===== src/rtc_pkg.sv =====
// Constants shared by the real-time clock calendar and event register block.
package rtc_pkg;
    // Register indices; the byte address is four times the index.
    localparam logic [13:0] IDX_HOURS     = 14'h1910;
    localparam logic [13:0] IDX_HOURS_ALM = 14'h1911;
    localparam logic [13:0] IDX_DAY       = 14'h1914;
    localparam logic [13:0] IDX_DAY_ALM   = 14'h1915;
    localparam logic [13:0] IDX_MONTH     = 14'h1918;
    localparam logic [13:0] IDX_MONTH_ALM = 14'h1919;
    localparam logic [13:0] IDX_YEAR      = 14'h191c;
    localparam logic [13:0] IDX_YEAR_ALM  = 14'h191d;
    localparam logic [13:0] IDX_FLAGS     = 14'h1920;
    localparam logic [13:0] IDX_PWR       = 14'h1921;
    localparam logic [13:0] IDX_IRQ_EN    = 14'h1924;
    localparam logic [13:0] IDX_CORRECTION_SIGN     = 14'h1928;
    localparam logic [13:0] IDX_OSC       = 14'h192c;
    localparam logic [13:0] IDX_WAKE      = 14'h1930;
    localparam logic [13:0] IDX_KEY_LO    = 14'h196c;
    localparam logic [13:0] IDX_KEY_HI    = 14'h196d;
    // Field positions.
    localparam int ALARM_BIT   = 15;
    localparam int EXT_BIT     = 5;
    localparam int SIGN_BIT    = 15;
    localparam int SRST_BIT    = 15;
    localparam int OSC_PD_BIT  = 4;
    localparam int WAKE_DO_BIT = 4;
    localparam int WAKE_DR_BIT = 3;
    // Reset values.
    localparam logic [5:0]  DAY_RST     = 6'h01;
    localparam logic [4:0]  MONTH_RST   = 5'h01;
    localparam logic [3:0]  OSC_RES_RST = 4'hb;
    localparam logic        PWR_RST     = 1'b1;
    localparam logic        WAKE_DO_RST = 1'b1;
    localparam logic        WAKE_DR_RST = 1'b0;
    // Write unlock key halves.
    localparam logic [15:0] KEY_LO = 16'hf1e0;
    localparam logic [15:0] KEY_HI = 16'h95a4;
    // Calendar limits in BCD.
    localparam logic [5:0]  HOUR_LAST  = 6'h23;
    localparam logic [4:0]  MONTH_LAST = 5'h12;
    localparam logic [7:0]  YEAR_LAST  = 8'h99;
    // Slow clock ticks for which the soft reset bit stays set.
    localparam logic [1:0]  SRST_TICKS = 2'h3;
endpackage : rtc_pkg


===== src/rtc_calendar_events.sv =====
// Real-time clock calendar, alarm, event flag and control registers on AHB-Lite.
`timescale 1ns/1ns

module rtc_calendar_events
    import rtc_pkg::*;
(
    input  wire logic        mclk,
    input  wire logic        reset,
    input  wire logic        hsel,
    input  wire logic [31:0] haddr,
    input  wire logic [1:0]  htrans,
    input  wire logic        hwrite,
    input  wire logic [2:0]  hsize,
    input  wire logic [31:0] hwdata,
    input  wire logic        hready,
    output logic      [31:0] hrdata,
    output logic             hreadyout,
    output logic             hresp,
    input  wire logic        tick_32k,
    input  wire logic        ms_event,
    input  wire logic        sec_event,
    input  wire logic        min_event,
    input  wire logic        hour_tick,
    input  wire logic        wake_i,
    output logic             wake_o,
    output logic             wake_oe,
    output logic             rtc_irq,
    output logic             osc_enable,
    output logic      [3:0]  osc_res,
    output logic             corr_pulse,
    output logic             corr_add,
    output logic      [12:0] corr_ms
);

    // Increments a two-digit BCD value.
    function automatic logic [7:0] bcd_inc(input logic [7:0] v);
        logic [7:0] r;
        r = (v[3:0] == 4'h9) ? {v[7:4] + 4'h1, 4'h0} : {v[7:4], v[3:0] + 4'h1};
        return r;
    endfunction : bcd_inc

    // Last day of a month in BCD; every year 2000-2099 divisible by four leaps.
    function automatic logic [5:0] month_len(input logic [4:0] m, input logic [7:0] y);
        logic leap;
        leap = y[4] ? (y[3:0] == 4'h2 || y[3:0] == 4'h6)
                    : (y[3:0] == 4'h0 || y[3:0] == 4'h4 || y[3:0] == 4'h8);
        if (m == 5'h02) begin
            return leap ? 6'h29 : 6'h28;
        end
        if (m == 5'h04 || m == 5'h06 || m == 5'h09 || m == 5'h11) begin
            return 6'h30;
        end
        return 6'h31;
    endfunction : month_len

    logic [5:0]  hours, hours_alm, day, day_alm;
    logic [4:0]  month, month_alm;
    logic [7:0]  year, year_alm;
    logic [6:0]  flags, irq_en;
    logic        power_loss, match_d, wake_d, osc_pd, wake_dout, wake_dir;
    logic [15:0] correction_sign, key_lo, key_hi, pend_data;
    logic [13:0] pend_idx, wa_idx;
    logic        pend_valid, wphase;
    logic [1:0]  srst_cnt;

    // Bus decode and write staging toward the slow clock.
    wire        acc      = hsel & htrans[1] & hready & (hsize == 3'h2);
    wire [13:0] a_idx    = haddr[15:2];
    wire        apply    = tick_32k & pend_valid;
    wire        cap      = wphase & hreadyout;
    wire        busy     = (pend_valid & ~apply) | cap;
    wire        next_rdy = ~(((acc & hwrite) | (wphase & ~hreadyout)) & busy);
    wire        key_ok   = (key_lo == KEY_LO) && (key_hi == KEY_HI);
    wire        is_key   = (pend_idx == IDX_KEY_LO) || (pend_idx == IDX_KEY_HI);
    wire        wr_go    = apply & (key_ok | is_key);
    wire        rd_clr   = acc & ~hwrite & (a_idx == IDX_FLAGS || a_idx == IDX_PWR);

    // Per-register write strobes.
    wire wr_hours   = wr_go & (pend_idx == IDX_HOURS);
    wire wr_hours_a = wr_go & (pend_idx == IDX_HOURS_ALM);
    wire wr_day     = wr_go & (pend_idx == IDX_DAY);
    wire wr_day_a   = wr_go & (pend_idx == IDX_DAY_ALM);
    wire wr_month   = wr_go & (pend_idx == IDX_MONTH);
    wire wr_month_a = wr_go & (pend_idx == IDX_MONTH_ALM);
    wire wr_year    = wr_go & (pend_idx == IDX_YEAR);
    wire wr_year_a  = wr_go & (pend_idx == IDX_YEAR_ALM);
    wire wr_flags   = wr_go & (pend_idx == IDX_FLAGS);
    wire wr_en      = wr_go & (pend_idx == IDX_IRQ_EN);
    wire wr_correction_sign   = wr_go & (pend_idx == IDX_CORRECTION_SIGN);
    wire wr_osc     = wr_go & (pend_idx == IDX_OSC);
    wire wr_wake    = wr_go & (pend_idx == IDX_WAKE);
    wire srst       = wr_osc & pend_data[SRST_BIT];

    // calendar carries at the hour boundary.
    wire       hr_wrap   = hours == HOUR_LAST;
    wire       day_wrap  = day == month_len(month, year);
    wire       mon_wrap  = month == MONTH_LAST;
    wire [7:0] hours_inc = bcd_inc({2'h0, hours});
    wire [7:0] day_inc   = bcd_inc({2'h0, day});
    wire [7:0] month_inc = bcd_inc({3'h0, month});
    wire [5:0] next_hours = hr_wrap ? 6'h00 : hours_inc[5:0];
    wire [5:0] next_day   = day_wrap ? DAY_RST : day_inc[5:0];
    wire [4:0] next_month = mon_wrap ? MONTH_RST : month_inc[4:0];
    wire [7:0] next_year  = (year == YEAR_LAST) ? 8'h00 : bcd_inc(year);
    wire       day_step   = hour_tick & hr_wrap;
    wire       mon_step   = day_step & day_wrap;
    wire       year_step  = mon_step & mon_wrap;

    // alarm on the cycle the fields become equal.
    wire match     = {hours, day, month, year} == {hours_alm, day_alm, month_alm, year_alm};
    wire alarm_hit = match & ~match_d;
    // external event from the wake pin used as an input.
    wire ext_hit   = ~wake_dir & wake_i & ~wake_d;
    // set wins over a write-one clear.
    wire [6:0] ev_set    = {alarm_hit, ext_hit, day_step, hour_tick, min_event,
                            sec_event, ms_event};
    wire [6:0] ev_clr    = wr_flags ? {pend_data[ALARM_BIT], pend_data[EXT_BIT:0]} : 7'h00;
    wire [6:0] next_flags = (flags & ~ev_clr) | ev_set;

    // Read data selection; unmapped words read as zero.
    wire [15:0] rd_word =
        (a_idx == IDX_HOURS)     ? {10'h0, hours} :
        (a_idx == IDX_HOURS_ALM) ? {10'h0, hours_alm} :
        (a_idx == IDX_DAY)       ? {10'h0, day} :
        (a_idx == IDX_DAY_ALM)   ? {10'h0, day_alm} :
        (a_idx == IDX_MONTH)     ? {11'h0, month} :
        (a_idx == IDX_MONTH_ALM) ? {11'h0, month_alm} :
        (a_idx == IDX_YEAR)      ? {8'h0, year} :
        (a_idx == IDX_YEAR_ALM)  ? {8'h0, year_alm} :
        (a_idx == IDX_FLAGS)     ? {flags[6], 9'h0, flags[5:0]} :
        (a_idx == IDX_PWR)       ? {15'h0, power_loss} :
        (a_idx == IDX_IRQ_EN)    ? {irq_en[6], 9'h0, irq_en[5:0]} :
        (a_idx == IDX_CORRECTION_SIGN)     ? {correction_sign[15], 2'h0, correction_sign[12:0]} :
        (a_idx == IDX_OSC)       ? {srst_cnt != 2'h0, 10'h0, osc_pd, osc_res} :
        (a_idx == IDX_WAKE)      ? {11'h0, wake_dout, wake_dir, 3'h0} :
        (a_idx == IDX_KEY_LO)    ? key_lo :
        (a_idx == IDX_KEY_HI)    ? key_hi : 16'h0000;

    // AHB-Lite slave: reads answer at once, writes stall while one is staged.
    always_ff @(posedge mclk or posedge reset) begin
        if (reset) begin
            hreadyout  <= 1'b1;
            hresp      <= 1'b0;
            hrdata     <= 32'h0;
            wphase     <= 1'b0;
            wa_idx     <= 14'h0;
            pend_valid <= 1'b0;
            pend_idx   <= 14'h0;
            pend_data  <= 16'h0;
        end else begin
            hreadyout <= next_rdy;
            hresp     <= 1'b0;
            if (hreadyout) begin
                wphase <= acc & hwrite;
            end
            if (acc) begin
                wa_idx <= a_idx;
            end
            if (acc & ~hwrite) begin
                hrdata <= {16'h0, rd_word};
            end
            // staged write waits for the slow clock tick.
            if (cap) begin
                pend_valid <= 1'b1;
                pend_idx   <= wa_idx;
                pend_data  <= hwdata[15:0];
            end else if (apply) begin
                pend_valid <= 1'b0;
            end
        end
    end

    always_ff @(posedge mclk or posedge reset) begin
        if (reset) begin
            hours <= 6'h00;
            day   <= DAY_RST;
            month <= MONTH_RST;
            year  <= 8'h00;
            hours_alm <= 6'h00;
            day_alm   <= 6'h00;
            month_alm <= 5'h00;
            year_alm  <= 8'h00;
        end else if (srst) begin
            hours <= 6'h00;
            day   <= DAY_RST;
            month <= MONTH_RST;
            year  <= 8'h00;
            hours_alm <= 6'h00;
            day_alm   <= 6'h00;
            month_alm <= 5'h00;
            year_alm  <= 8'h00;
        end else begin
            if (wr_hours) begin
                hours <= pend_data[5:0];
            end else if (hour_tick) begin
                hours <= next_hours;
            end
            if (wr_day) begin
                day <= pend_data[5:0];
            end else if (day_step) begin
                day <= next_day;
            end
            if (wr_month) begin
                month <= pend_data[4:0];
            end else if (mon_step) begin
                month <= next_month;
            end
            if (wr_year) begin
                year <= pend_data[7:0];
            end else if (year_step) begin
                year <= next_year;
            end
            if (wr_hours_a) hours_alm <= pend_data[5:0];
            if (wr_day_a)   day_alm   <= pend_data[5:0];
            if (wr_month_a) month_alm <= pend_data[4:0];
            if (wr_year_a)  year_alm  <= pend_data[7:0];
        end
    end

    // Flags, enables, power-loss, correction and control fields.
    always_ff @(posedge mclk or posedge reset) begin
        if (reset) begin
            flags      <= 7'h00;
            irq_en     <= 7'h00;
            power_loss <= PWR_RST;
            correction_sign      <= 16'h0;
            osc_pd     <= 1'b0;
            osc_res    <= OSC_RES_RST;
            wake_dout  <= WAKE_DO_RST;
            wake_dir   <= WAKE_DR_RST;
            key_lo     <= 16'h0;
            key_hi     <= 16'h0;
        end else if (srst) begin
            flags      <= 7'h00;
            irq_en     <= 7'h00;
            power_loss <= 1'b0;
            correction_sign      <= 16'h0;
            osc_pd     <= 1'b0;
            osc_res    <= OSC_RES_RST;
            wake_dout  <= WAKE_DO_RST;
            wake_dir   <= WAKE_DR_RST;
            key_lo     <= 16'h0;
            key_hi     <= 16'h0;
        end else begin
            flags <= next_flags;
            if (wr_en) irq_en <= {pend_data[ALARM_BIT], pend_data[EXT_BIT:0]};
            // power-loss bit cleared by a read.
            if (rd_clr) power_loss <= 1'b0;
            if (wr_correction_sign) correction_sign <= {pend_data[SIGN_BIT], 2'h0, pend_data[12:0]};
            if (wr_osc) begin
                osc_pd  <= pend_data[OSC_PD_BIT];
                osc_res <= pend_data[3:0];
            end
            if (wr_wake) begin
                wake_dout <= pend_data[WAKE_DO_BIT];
                wake_dir  <= pend_data[WAKE_DR_BIT];
            end
            if (apply && pend_idx == IDX_KEY_LO) key_lo <= pend_data;
            if (apply && pend_idx == IDX_KEY_HI) key_hi <= pend_data;
        end
    end

    // Event edges, soft reset timer and registered outputs.
    always_ff @(posedge mclk or posedge reset) begin
        if (reset) begin
            match_d    <= 1'b0;
            wake_d     <= 1'b0;
            srst_cnt   <= 2'h0;
            rtc_irq    <= 1'b0;
            osc_enable <= 1'b1;
            wake_o     <= 1'b0;
            wake_oe    <= 1'b0;
            corr_pulse <= 1'b0;
            corr_add   <= 1'b0;
            corr_ms    <= 13'h0;
        end else begin
            match_d <= match;
            wake_d  <= wake_i;
            // bit reads set for three ticks, then clears itself.
            if (srst) begin
                srst_cnt <= SRST_TICKS;
            end else if (tick_32k && srst_cnt != 2'h0) begin
                srst_cnt <= srst_cnt - 2'h1;
            end
            rtc_irq    <= |(flags & irq_en);
            // oscillator runs while power-down is zero.
            osc_enable <= ~osc_pd;
            // open-drain drive low only as output with level zero.
            wake_o     <= 1'b0;
            wake_oe    <= wake_dir & ~wake_dout;
            // correction issued at the hour unless magnitude is zero.
            corr_pulse <= hour_tick & (correction_sign[12:0] != 13'h0);
            if (hour_tick) begin
                corr_add <= correction_sign[SIGN_BIT];
                corr_ms  <= correction_sign[12:0];
            end
        end
    end
endmodule : rtc_calendar_events


===== config.mk =====
export PLATFORM = sky130hd
export DESIGN_NAME = rtc_calendar_events
export DESIGN_NICKNAME = d
export VERILOG_FILES = /design/src/rtc_pkg.sv /design/src/rtc_calendar_events.sv
export SDC_FILE = /design/constraint.sdc
export NUM_CORES = 1
export LEC_CHECK = 0
export BUFFER_PORTS_ARGS = -buffer_cell sky130_fd_sc_hd__buf_2
export CAP_MARGIN = 20
export CORE_MARGIN = 10
export CORE_UTILIZATION = 43
export CTS_CLUSTER_DIAMETER = 200
export DETAILED_ROUTE_END_ITERATION = 10
export PLACE_DENSITY = 0.66
export SLEW_MARGIN = 20
export SYNTH_ARGS = -nofsm -noshare
export SYNTH_HDL_FRONTEND = slang
export SYNTH_SLANG_ARGS = --single-unit

===== constraint.sdc =====
create_clock -name mclk -period 10.6 [get_ports mclk]
set_clock_uncertainty 0.15 [all_clocks]
set_input_delay 1.59 -clock mclk [delete_from_list [all_inputs] [get_ports mclk]]
set_output_delay 1.59 -clock mclk [all_outputs]
set_load 0.05 [all_outputs]

==> flow_summary.json, run 1 <==
{
  "synth_top_area_share": 0.4429,
  "clock_power_share": 0.420,
  "max_slew_margin": 0.2910,
  "syn_inst": 1115,
  "setup_viol": 0,
  "power_frac_comb": 0.116,
  "cts_tree": "built",
  "synth_compound_area_frac": 0.1417,
  "hold_path.class": "flip-flop to flip-flop",
  "ant_nets": 0,
  "r2r-end": "correction_sign[0]",
  "syn_avg_cell_area_sq_um": 9.830,
  "switching_share": 0.2819,
  "drc": 0,
  "arrival_ns": 4.90,
  "synth_top_family_by_area": "simple AND/OR/NAND/NOR gates",
  "synth.largest_area_cell": "dfrtp_1",
  "fin_tns_setup_ns": 0,
  "yosysWarnings": 0,
  "yosysMostFrequentCell": "dfrtp_1",
  "synth_mux_area_frac": 0.1220,
  "hold_viol": 0,
  "drive_gt1_frac": 0.1985,
  "start_kind": "input port",
  "synthArstFlopShare": 1.000,
  "cp-end-kind": "flip-flop",
  "r2r_slack_ns": 6.72,
  "fp-row-count": 58,
  "cts_buffers": 23,
  "synthAdderAreaFrac": 0.009132,
  "syn_area_sq_um": 10960,
  "num-fill-cells": 2355,
  "clk_pin_slew_ns": 0.06,
  "chipWidth_microns": 179.7,
  "rr_startpoint": "key_hi[11]",
  "yosys_most_used_dff": "dfrtp_1",
  "worst_pin_slew_ns": 1.064,
  "min_period_ns": 4.610,
  "p_leak_uw": 0.005765,
  "cts_sinks": 203,
  "worst-path-max-fanout": 12,
  "reg2regPathDepth": 7,
  "ir_drop_uv": 126.5,
  "synthTopCellsByCount": "dfrtp_1 (194), nand2_1 (98), nor2_1 (92)",
  "diodes": 0,
  "cap_violations": 0,
  "core_area_sq_um": 25110,
  "worstSetupPathType": "input port to flip-flop",
  "area_growth_pct": 12.43,
  "clock_path_buffers": 3,
  "endpoint": "hrdata[2]",
  "max_freq_mhz": 216.9,
  "rsz0062_at_grt": "no",
  "cts_hold_buf": 0,
  "viasPerCell": 5.999,
  "first_pass_iters": 8,
  "num_vias": 9052,
  "powerDensity_nw_per_um2": 159.6,
  "synth_seq_cells": 203,
  "hpwl_microns": 24380,
  "gr-usage-all-layers": 0.2067,
  "cts_max_level": 1,
  "cp.required_ns": 10.89,
  "gr-total-overflow": 0,
  "drv_slew": 0,
  "status": "completed",
  "yosysSeqAreaShare": 0.4645,
  "antenna_found_initial": 0,
  "synth_cell_type_count": 78,
  "p_int_uw": 1412,
  "dpl_cell_area_sq_um": 11540,
  "first_global_vias": 9224,
  "boundaryPins": 137,
  "dieArea_sq_um": 32280,
  "yosys-top-cells-area": "dfrtp_1 (44%), mux2_2 (7.9%), mux2i_1 (4.3%)",
  "gp_congestion": 0.9924,
  "start_util": 0.4365,
  "seq_power_share": 0.464,
  "grt_pass1_wl_microns": 54210,
  "fin_area_sq_um": 12320,
  "clock_latency_ns": 0.52,
  "period_share": 0.4349,
  "startpoint": "haddr[15]",
  "cts_setup_buffers": 0,
  "cts_resized": 0,
  "io_buffers": 83,
  "setup_slack_ns": 5.990,
  "whs_ns": 0.3204,
  "synth_xor_area_frac": 0.02637,
  "dp_cells": 1467,
  "die_h_microns": 179.7,
  "synth_edf_count": 0,
  "instances_no_fill": 1509,
  "post_drt_wl_per_cell_microns": 23.03,
  "nets": 1250,
  "p_sw_uw": 554.4,
  "synthSimpleGateAreaFrac": 0.1897,
  "clk_root_buffer_cell": "clkbuf_16",
  "totalWireLength_microns": 34750,
  "dpl_worst_slack_ns": 5.633,
  "grt_max_degree": 136,
  "drt_iter0_drc": 889
}
[routing by layer]
| layer | track usage | part of all wire | vias up |
|---|---|---|---|
| met1 | 0.2614 | 0.40 | 4525 |
| met2 | 0.3485 | 0.49 | 328 |
| met3 | 0.03394 | 0.070 | 82 |
| met4 | 0.07542 | 0.037 | 0 |
| met5 | 0 | 0 | - |
| li1 | - | - | 4117 |
[power by group through the flow]
| stage | registers [uW] | clock network (uW) | logic [uW] |
|---|---|---|---|
| 3_5_place_dp | 925 | 0 | 226 |
| 3_3_place_gp | 923 | 0 | 221 |
| 2_1_floorplan | 876 | 0 | 190 |
| 6_report | 914 | 826 | 227 |
| 5_1_grt | 919 | 869 | 254 |
| 4_1_cts | 911 | 836 | 227 |
[worst max-delay path, stage by stage]
cell and delay [ns]:
buf_2 0.11, or4b_1 0.77, or4_4 0.65, nor2_1 0.75, a221oi_1 0.30, o2111ai_1 0.40, a21oi_1 0.15, o21ai_0 0.17
[logic make-up (layout without fill, tap and decap cells)]
family                   after synthesis  count (layout)
XOR/XNOR                              33              33
AO/OA/AOI/OAI                        236             236
other                                  1              18
multiplexers                         124             124
flip-flops                           203             203
buffers and inverters                114             161
adder cells (fa/ha/maj)                8               8
AND/OR/NAND/NOR                      396             396
[sequential cells by signal (all words and copies together) (netlist names), 6 cells and up]
signal           count
hours                6
corr_ms             13
irq_en               7
pend_data           16
flags                7
key_hi              16
year                 8
year_alm             8
correction_sign     14
hrdata              16
day                  6
pend_idx            14
day_alm              6
wa_idx              14
key_lo              16
hours_alm            6
[per-stage QoR]
| stage | total power, uW | utilization |
|---|---|---|
| after global routing | 2042 | 0.4908 |
| final | 1967 | 0.4908 |
| after floorplan | 1065 | - |
| after detailed placement | 1151 | 0.4597 |
| after global placement | 1143 | 0.4597 |
| after CTS | 1975 | 0.4908 |
[final cells by class]
| class | instances | area (sq um) | area share |
|---|---|---|---|
| clock buffer | 33 | 643.1 | 0.05219 |
| clock inverter | 9 | 136.4 | 0.01107 |
| inverter | 24 | 97.59 | 0.007920 |
| multi-input combinational | 815 | 5436 | 0.4412 |
| sequential | 203 | 5091 | 0.4131 |
| tap | 330 | 412.9 | 0.03351 |
| timing repair buffer | 95 | 505.5 | 0.04102 |
[worst min-delay path by stage]
| stage | start | end | slack, ns | cells past startpoint |
|---|---|---|---|---|
| floorplan | osc_pd | osc_enable | 0.23 | 1 |
| global placement | osc_pd | osc_enable | 0.30 | 1 |
| detailed placement | osc_pd | osc_enable | 0.30 | 1 |
| CTS | osc_pd | osc_enable | 0.32 | 1 |
| global route | power_loss | power_loss | 0.35 | 2 |
| finish | osc_pd | osc_enable | 0.32 | 1 |
[cell usage in the layout (no fill, tap or decap), types with 10 or more instances in the layout]
cell type and count:
a22oi_1 17, nand2b_1 19, buf_4 12, nand2_1 98
mux2_2 77, inv_1 23, clkbuf_16 23, conb_1 18
nor2_1 92, nand3_1 52, buf_2 83, mux2i_1 47
nor2b_1 16, and3_1 10, xor2_1 25, nand4_1 12
dfrtp_1 194, nor4_1 14, nor3_1 13, a21oi_1 72
o21ai_0 54
No activity file was read; power rests on OpenSTA's default activity.
==> run 2, diff against run 1 <==
--- a/config.mk
+++ b/config.mk
@@ -5,6 +5,7 @@
 export SDC_FILE = /design/constraint.sdc
 export NUM_CORES = 1
 export LEC_CHECK = 0
+export ABC_AREA = 1
 export BUFFER_PORTS_ARGS = -buffer_cell sky130_fd_sc_hd__buf_2
 export CAP_MARGIN = 20
 export CORE_MARGIN = 10
==> constraint.sdc (replaced) <==
create_clock -name mclk -period 4.7 [get_ports mclk]
set_clock_uncertainty 0.15 [all_clocks]
set_input_delay 0.705 -clock mclk [delete_from_list [all_inputs] [get_ports mclk]]
set_output_delay 0.705 -clock mclk [all_outputs]
set_load 0.05 [all_outputs]
==> flow_summary.json, run 2 <==
{
  "status": "completed",
  "totalWireLength_microns": 32370,
  "hpwl_microns": 24310,
  "min_period_ns": 3.481,
  "start_kind": "flip-flop",
  "cap_violations": 0,
  "cts_resized": 0,
  "rsz0062_at_grt": "no",
  "yosys_most_used_dff": "dfrtp_1",
  "yosysSeqAreaShare": 0.4669,
  "num_vias": 9700,
  "synth.largest_area_cell": "dfrtp_1",
  "cts_sinks": 203,
  "fin_tns_setup_ns": 0,
  "fp-row-count": 58,
  "viasPerCell": 5.338,
  "drt_iter0_drc": 959,
  "final_cell_mix": "nand2_1 (365), dfrtp_1 (194), inv_1 (166)",
  "gp_congestion": 0.9365,
  "synth_edf_count": 0,
  "hold_viol": 0,
  "register_area_sq_um": 5091,
  "cts_buffers": 22,
  "cts_setup_buffers": 0,
  "cp.required_ns": 4.96,
  "cts_max_level": 1,
  "diodes": 0,
  "start_util": 0.4355,
  "post_drt_wl_per_cell_microns": 17.82,
  "ir_drop_uv": 234.9,
  "antenna_found_initial": 0,
  "gr-usage-all-layers": 0.2012,
  "powerDensity_nw_per_um2": 333.9,
  "synth_cell_type_count": 58,
  "first_global_vias": 9159,
  "drive_gt1_frac": 0.1251,
  "nets": 1560,
  "grt_pass1_wl_microns": 51080,
  "drv_slew": 0,
  "dpl_worst_slack_ns": 1.248,
  "reg2regPathDepth": 12,
  "switching_share": 0.2831,
  "multiInputGateArea_sq_um": 4891,
  "syn_inst": 1395,
  "p_sw_uw": 1160,
  "setup_slack_ns": 1.219,
  "die_h_microns": 179.2,
  "p_int_uw": 2937,
  "cts_hold_buf": 0,
  "syn_avg_cell_area_sq_um": 7.817,
  "power_frac_comb": 0.111,
  "cp-end-kind": "flip-flop",
  "synthTopCellsByCount": "nand2_1 (365), dfrtp_1 (194), inv_1 (167)",
  "yosysMostFrequentCell": "nand2_1",
  "max_slew_margin": 0.4336,
  "core_area_sq_um": 25040,
  "yosys-top-cells-area": "dfrtp_1 (45%), nand2_1 (13%), o21ai_0 (6.8%)",
  "setup_viol": 0,
  "io_buffers": 83,
  "yosysWarnings": 0,
  "synthArstFlopShare": 1.000,
  "period_share": 0.7406,
  "mostFrequentLayoutCell": "nand2_1",
  "hold_path.class": "input port to async pin",
  "first_pass_iters": 5,
  "worst_pin_slew_ns": 0.8487,
  "clk_root_buffer_cell": "clkbuf_16",
  "arrival_ns": 3.74,
  "grt_max_degree": 125,
  "drc": 0,
  "dieArea_sq_um": 32130,
  "cts_tree": "built",
  "clk_pin_slew_ns": 0.06,
  "ant_nets": 0,
  "max_freq_mhz": 287.3,
  "clock_latency_ns": 0.53,
  "chipWidth_microns": 179.2,
  "synth_seq_cells": 203,
  "seq_power_share": 0.472,
  "worstSetupPathType": "flip-flop to flip-flop",
  "p_leak_uw": 0.006093,
  "syn_area_sq_um": 10900,
  "boundaryPins": 137,
  "worst-path-max-fanout": 20,
  "clock_path_buffers": 3,
  "clock_power_share": 0.417,
  "num-fill-cells": 2459,
  "area_growth_pct": 12.52,
  "gr-total-overflow": 0,
  "synth_top_area_share": 0.4452
}
run 2: cell count changes after synthesis, moves of 37 or more:
cell / delta
mux2_2: -62
o21ai_0: +94
nand2_1: +267
o21ai_1: +37
mux2i_1: -47
inv_1: +143
run 2: final timing paths:
| path | from | end | slack [ns] |
|---|---|---|---|
| max in group asynchronous | reset | year_alm[6] | 3.59 |
| max | pend_idx[9] | year[4] | 1.22 |
| min in group mclk | wake_i | wake_d | 0.19 |
| max reg2reg | pend_idx[9] | year[4] | 1.22 |
| min reg2reg | osc_pd | osc_enable | 0.29 |
| min | reset | corr_ms[8] | 0.18 |
run 2: per-layer routing:
| metal | global-route usage | wire (microns) |
|---|---|---|
| met1 | 0.2948 | 14890 |
| met2 | 0.3040 | 14020 |
| met3 | 0.03307 | 2864 |
| met4 | 0.04578 | 599 |
| met5 | 0 | 0 |
run 2: kinds of logic (layout without fill, tap and decap cells):
family          count (synthesis)  after routing  share of synthesized area
fa+ha+maj                       8              8                   0.009180
other cells                     1             18                  0.0003439
mux                            15             15                    0.01549
buf+inv                       233            308                    0.09042
compound gates                275            275                     0.1383
xor+xnor                       35             35                    0.02811
flops                         203            203                     0.4669
simple gates                  625            625                     0.2513
run 2: area by class of cell:
class | instances | area share
tap | 330 | 0.03365
clock buffer | 31 | 0.05007
multi-input combinational | 976 | 0.3986
inverter | 177 | 0.05446
clock inverter | 8 | 0.007546
sequential | 203 | 0.4149
timing repair buffer | 92 | 0.04069
run 2: critical path, cell delays in order (launching register included):
cell and delay, ns:
dfrtp_1 0.41, nor4_4 0.61, inv_2 0.21, nor3b_2 0.24, nor2_1 0.07, nand2_1 0.10
nand2_4 0.11, nor2_8 0.12, nand2_2 0.29, nand2_1 0.73, nand2_1 0.12, nand3_1 0.11
o21ai_0 0.08
run 2: per-stage QoR:
step | cell area (sq um) | util | total power [uW] | std cells | hold WS, ns
2_1_floorplan | 10970 | - | 2252 | 1412 | 0.2234
3_3_place_gp | 11560 | 0.4617 | 2404 | 1778 | 0.2578
3_5_place_dp | 11560 | 0.4617 | 2414 | 1778 | 0.2775
4_1_cts | 12270 | 0.4899 | 4126 | 1817 | 0.1698
5_1_grt | 12270 | 0.4901 | 4255 | 1817 | 0.1816
6_report | 12270 | 0.4901 | 4097 | 1817 | 0.1804
run 2: power by group through the flow:
stage	clock network (uW)	registers [uW]	logic, uW
global route	1810	1940	504
floorplan	0	1940	310
finish	1710	1930	454
detailed placement	0	1960	451
CTS	1740	1930	452
global placement	0	1960	445
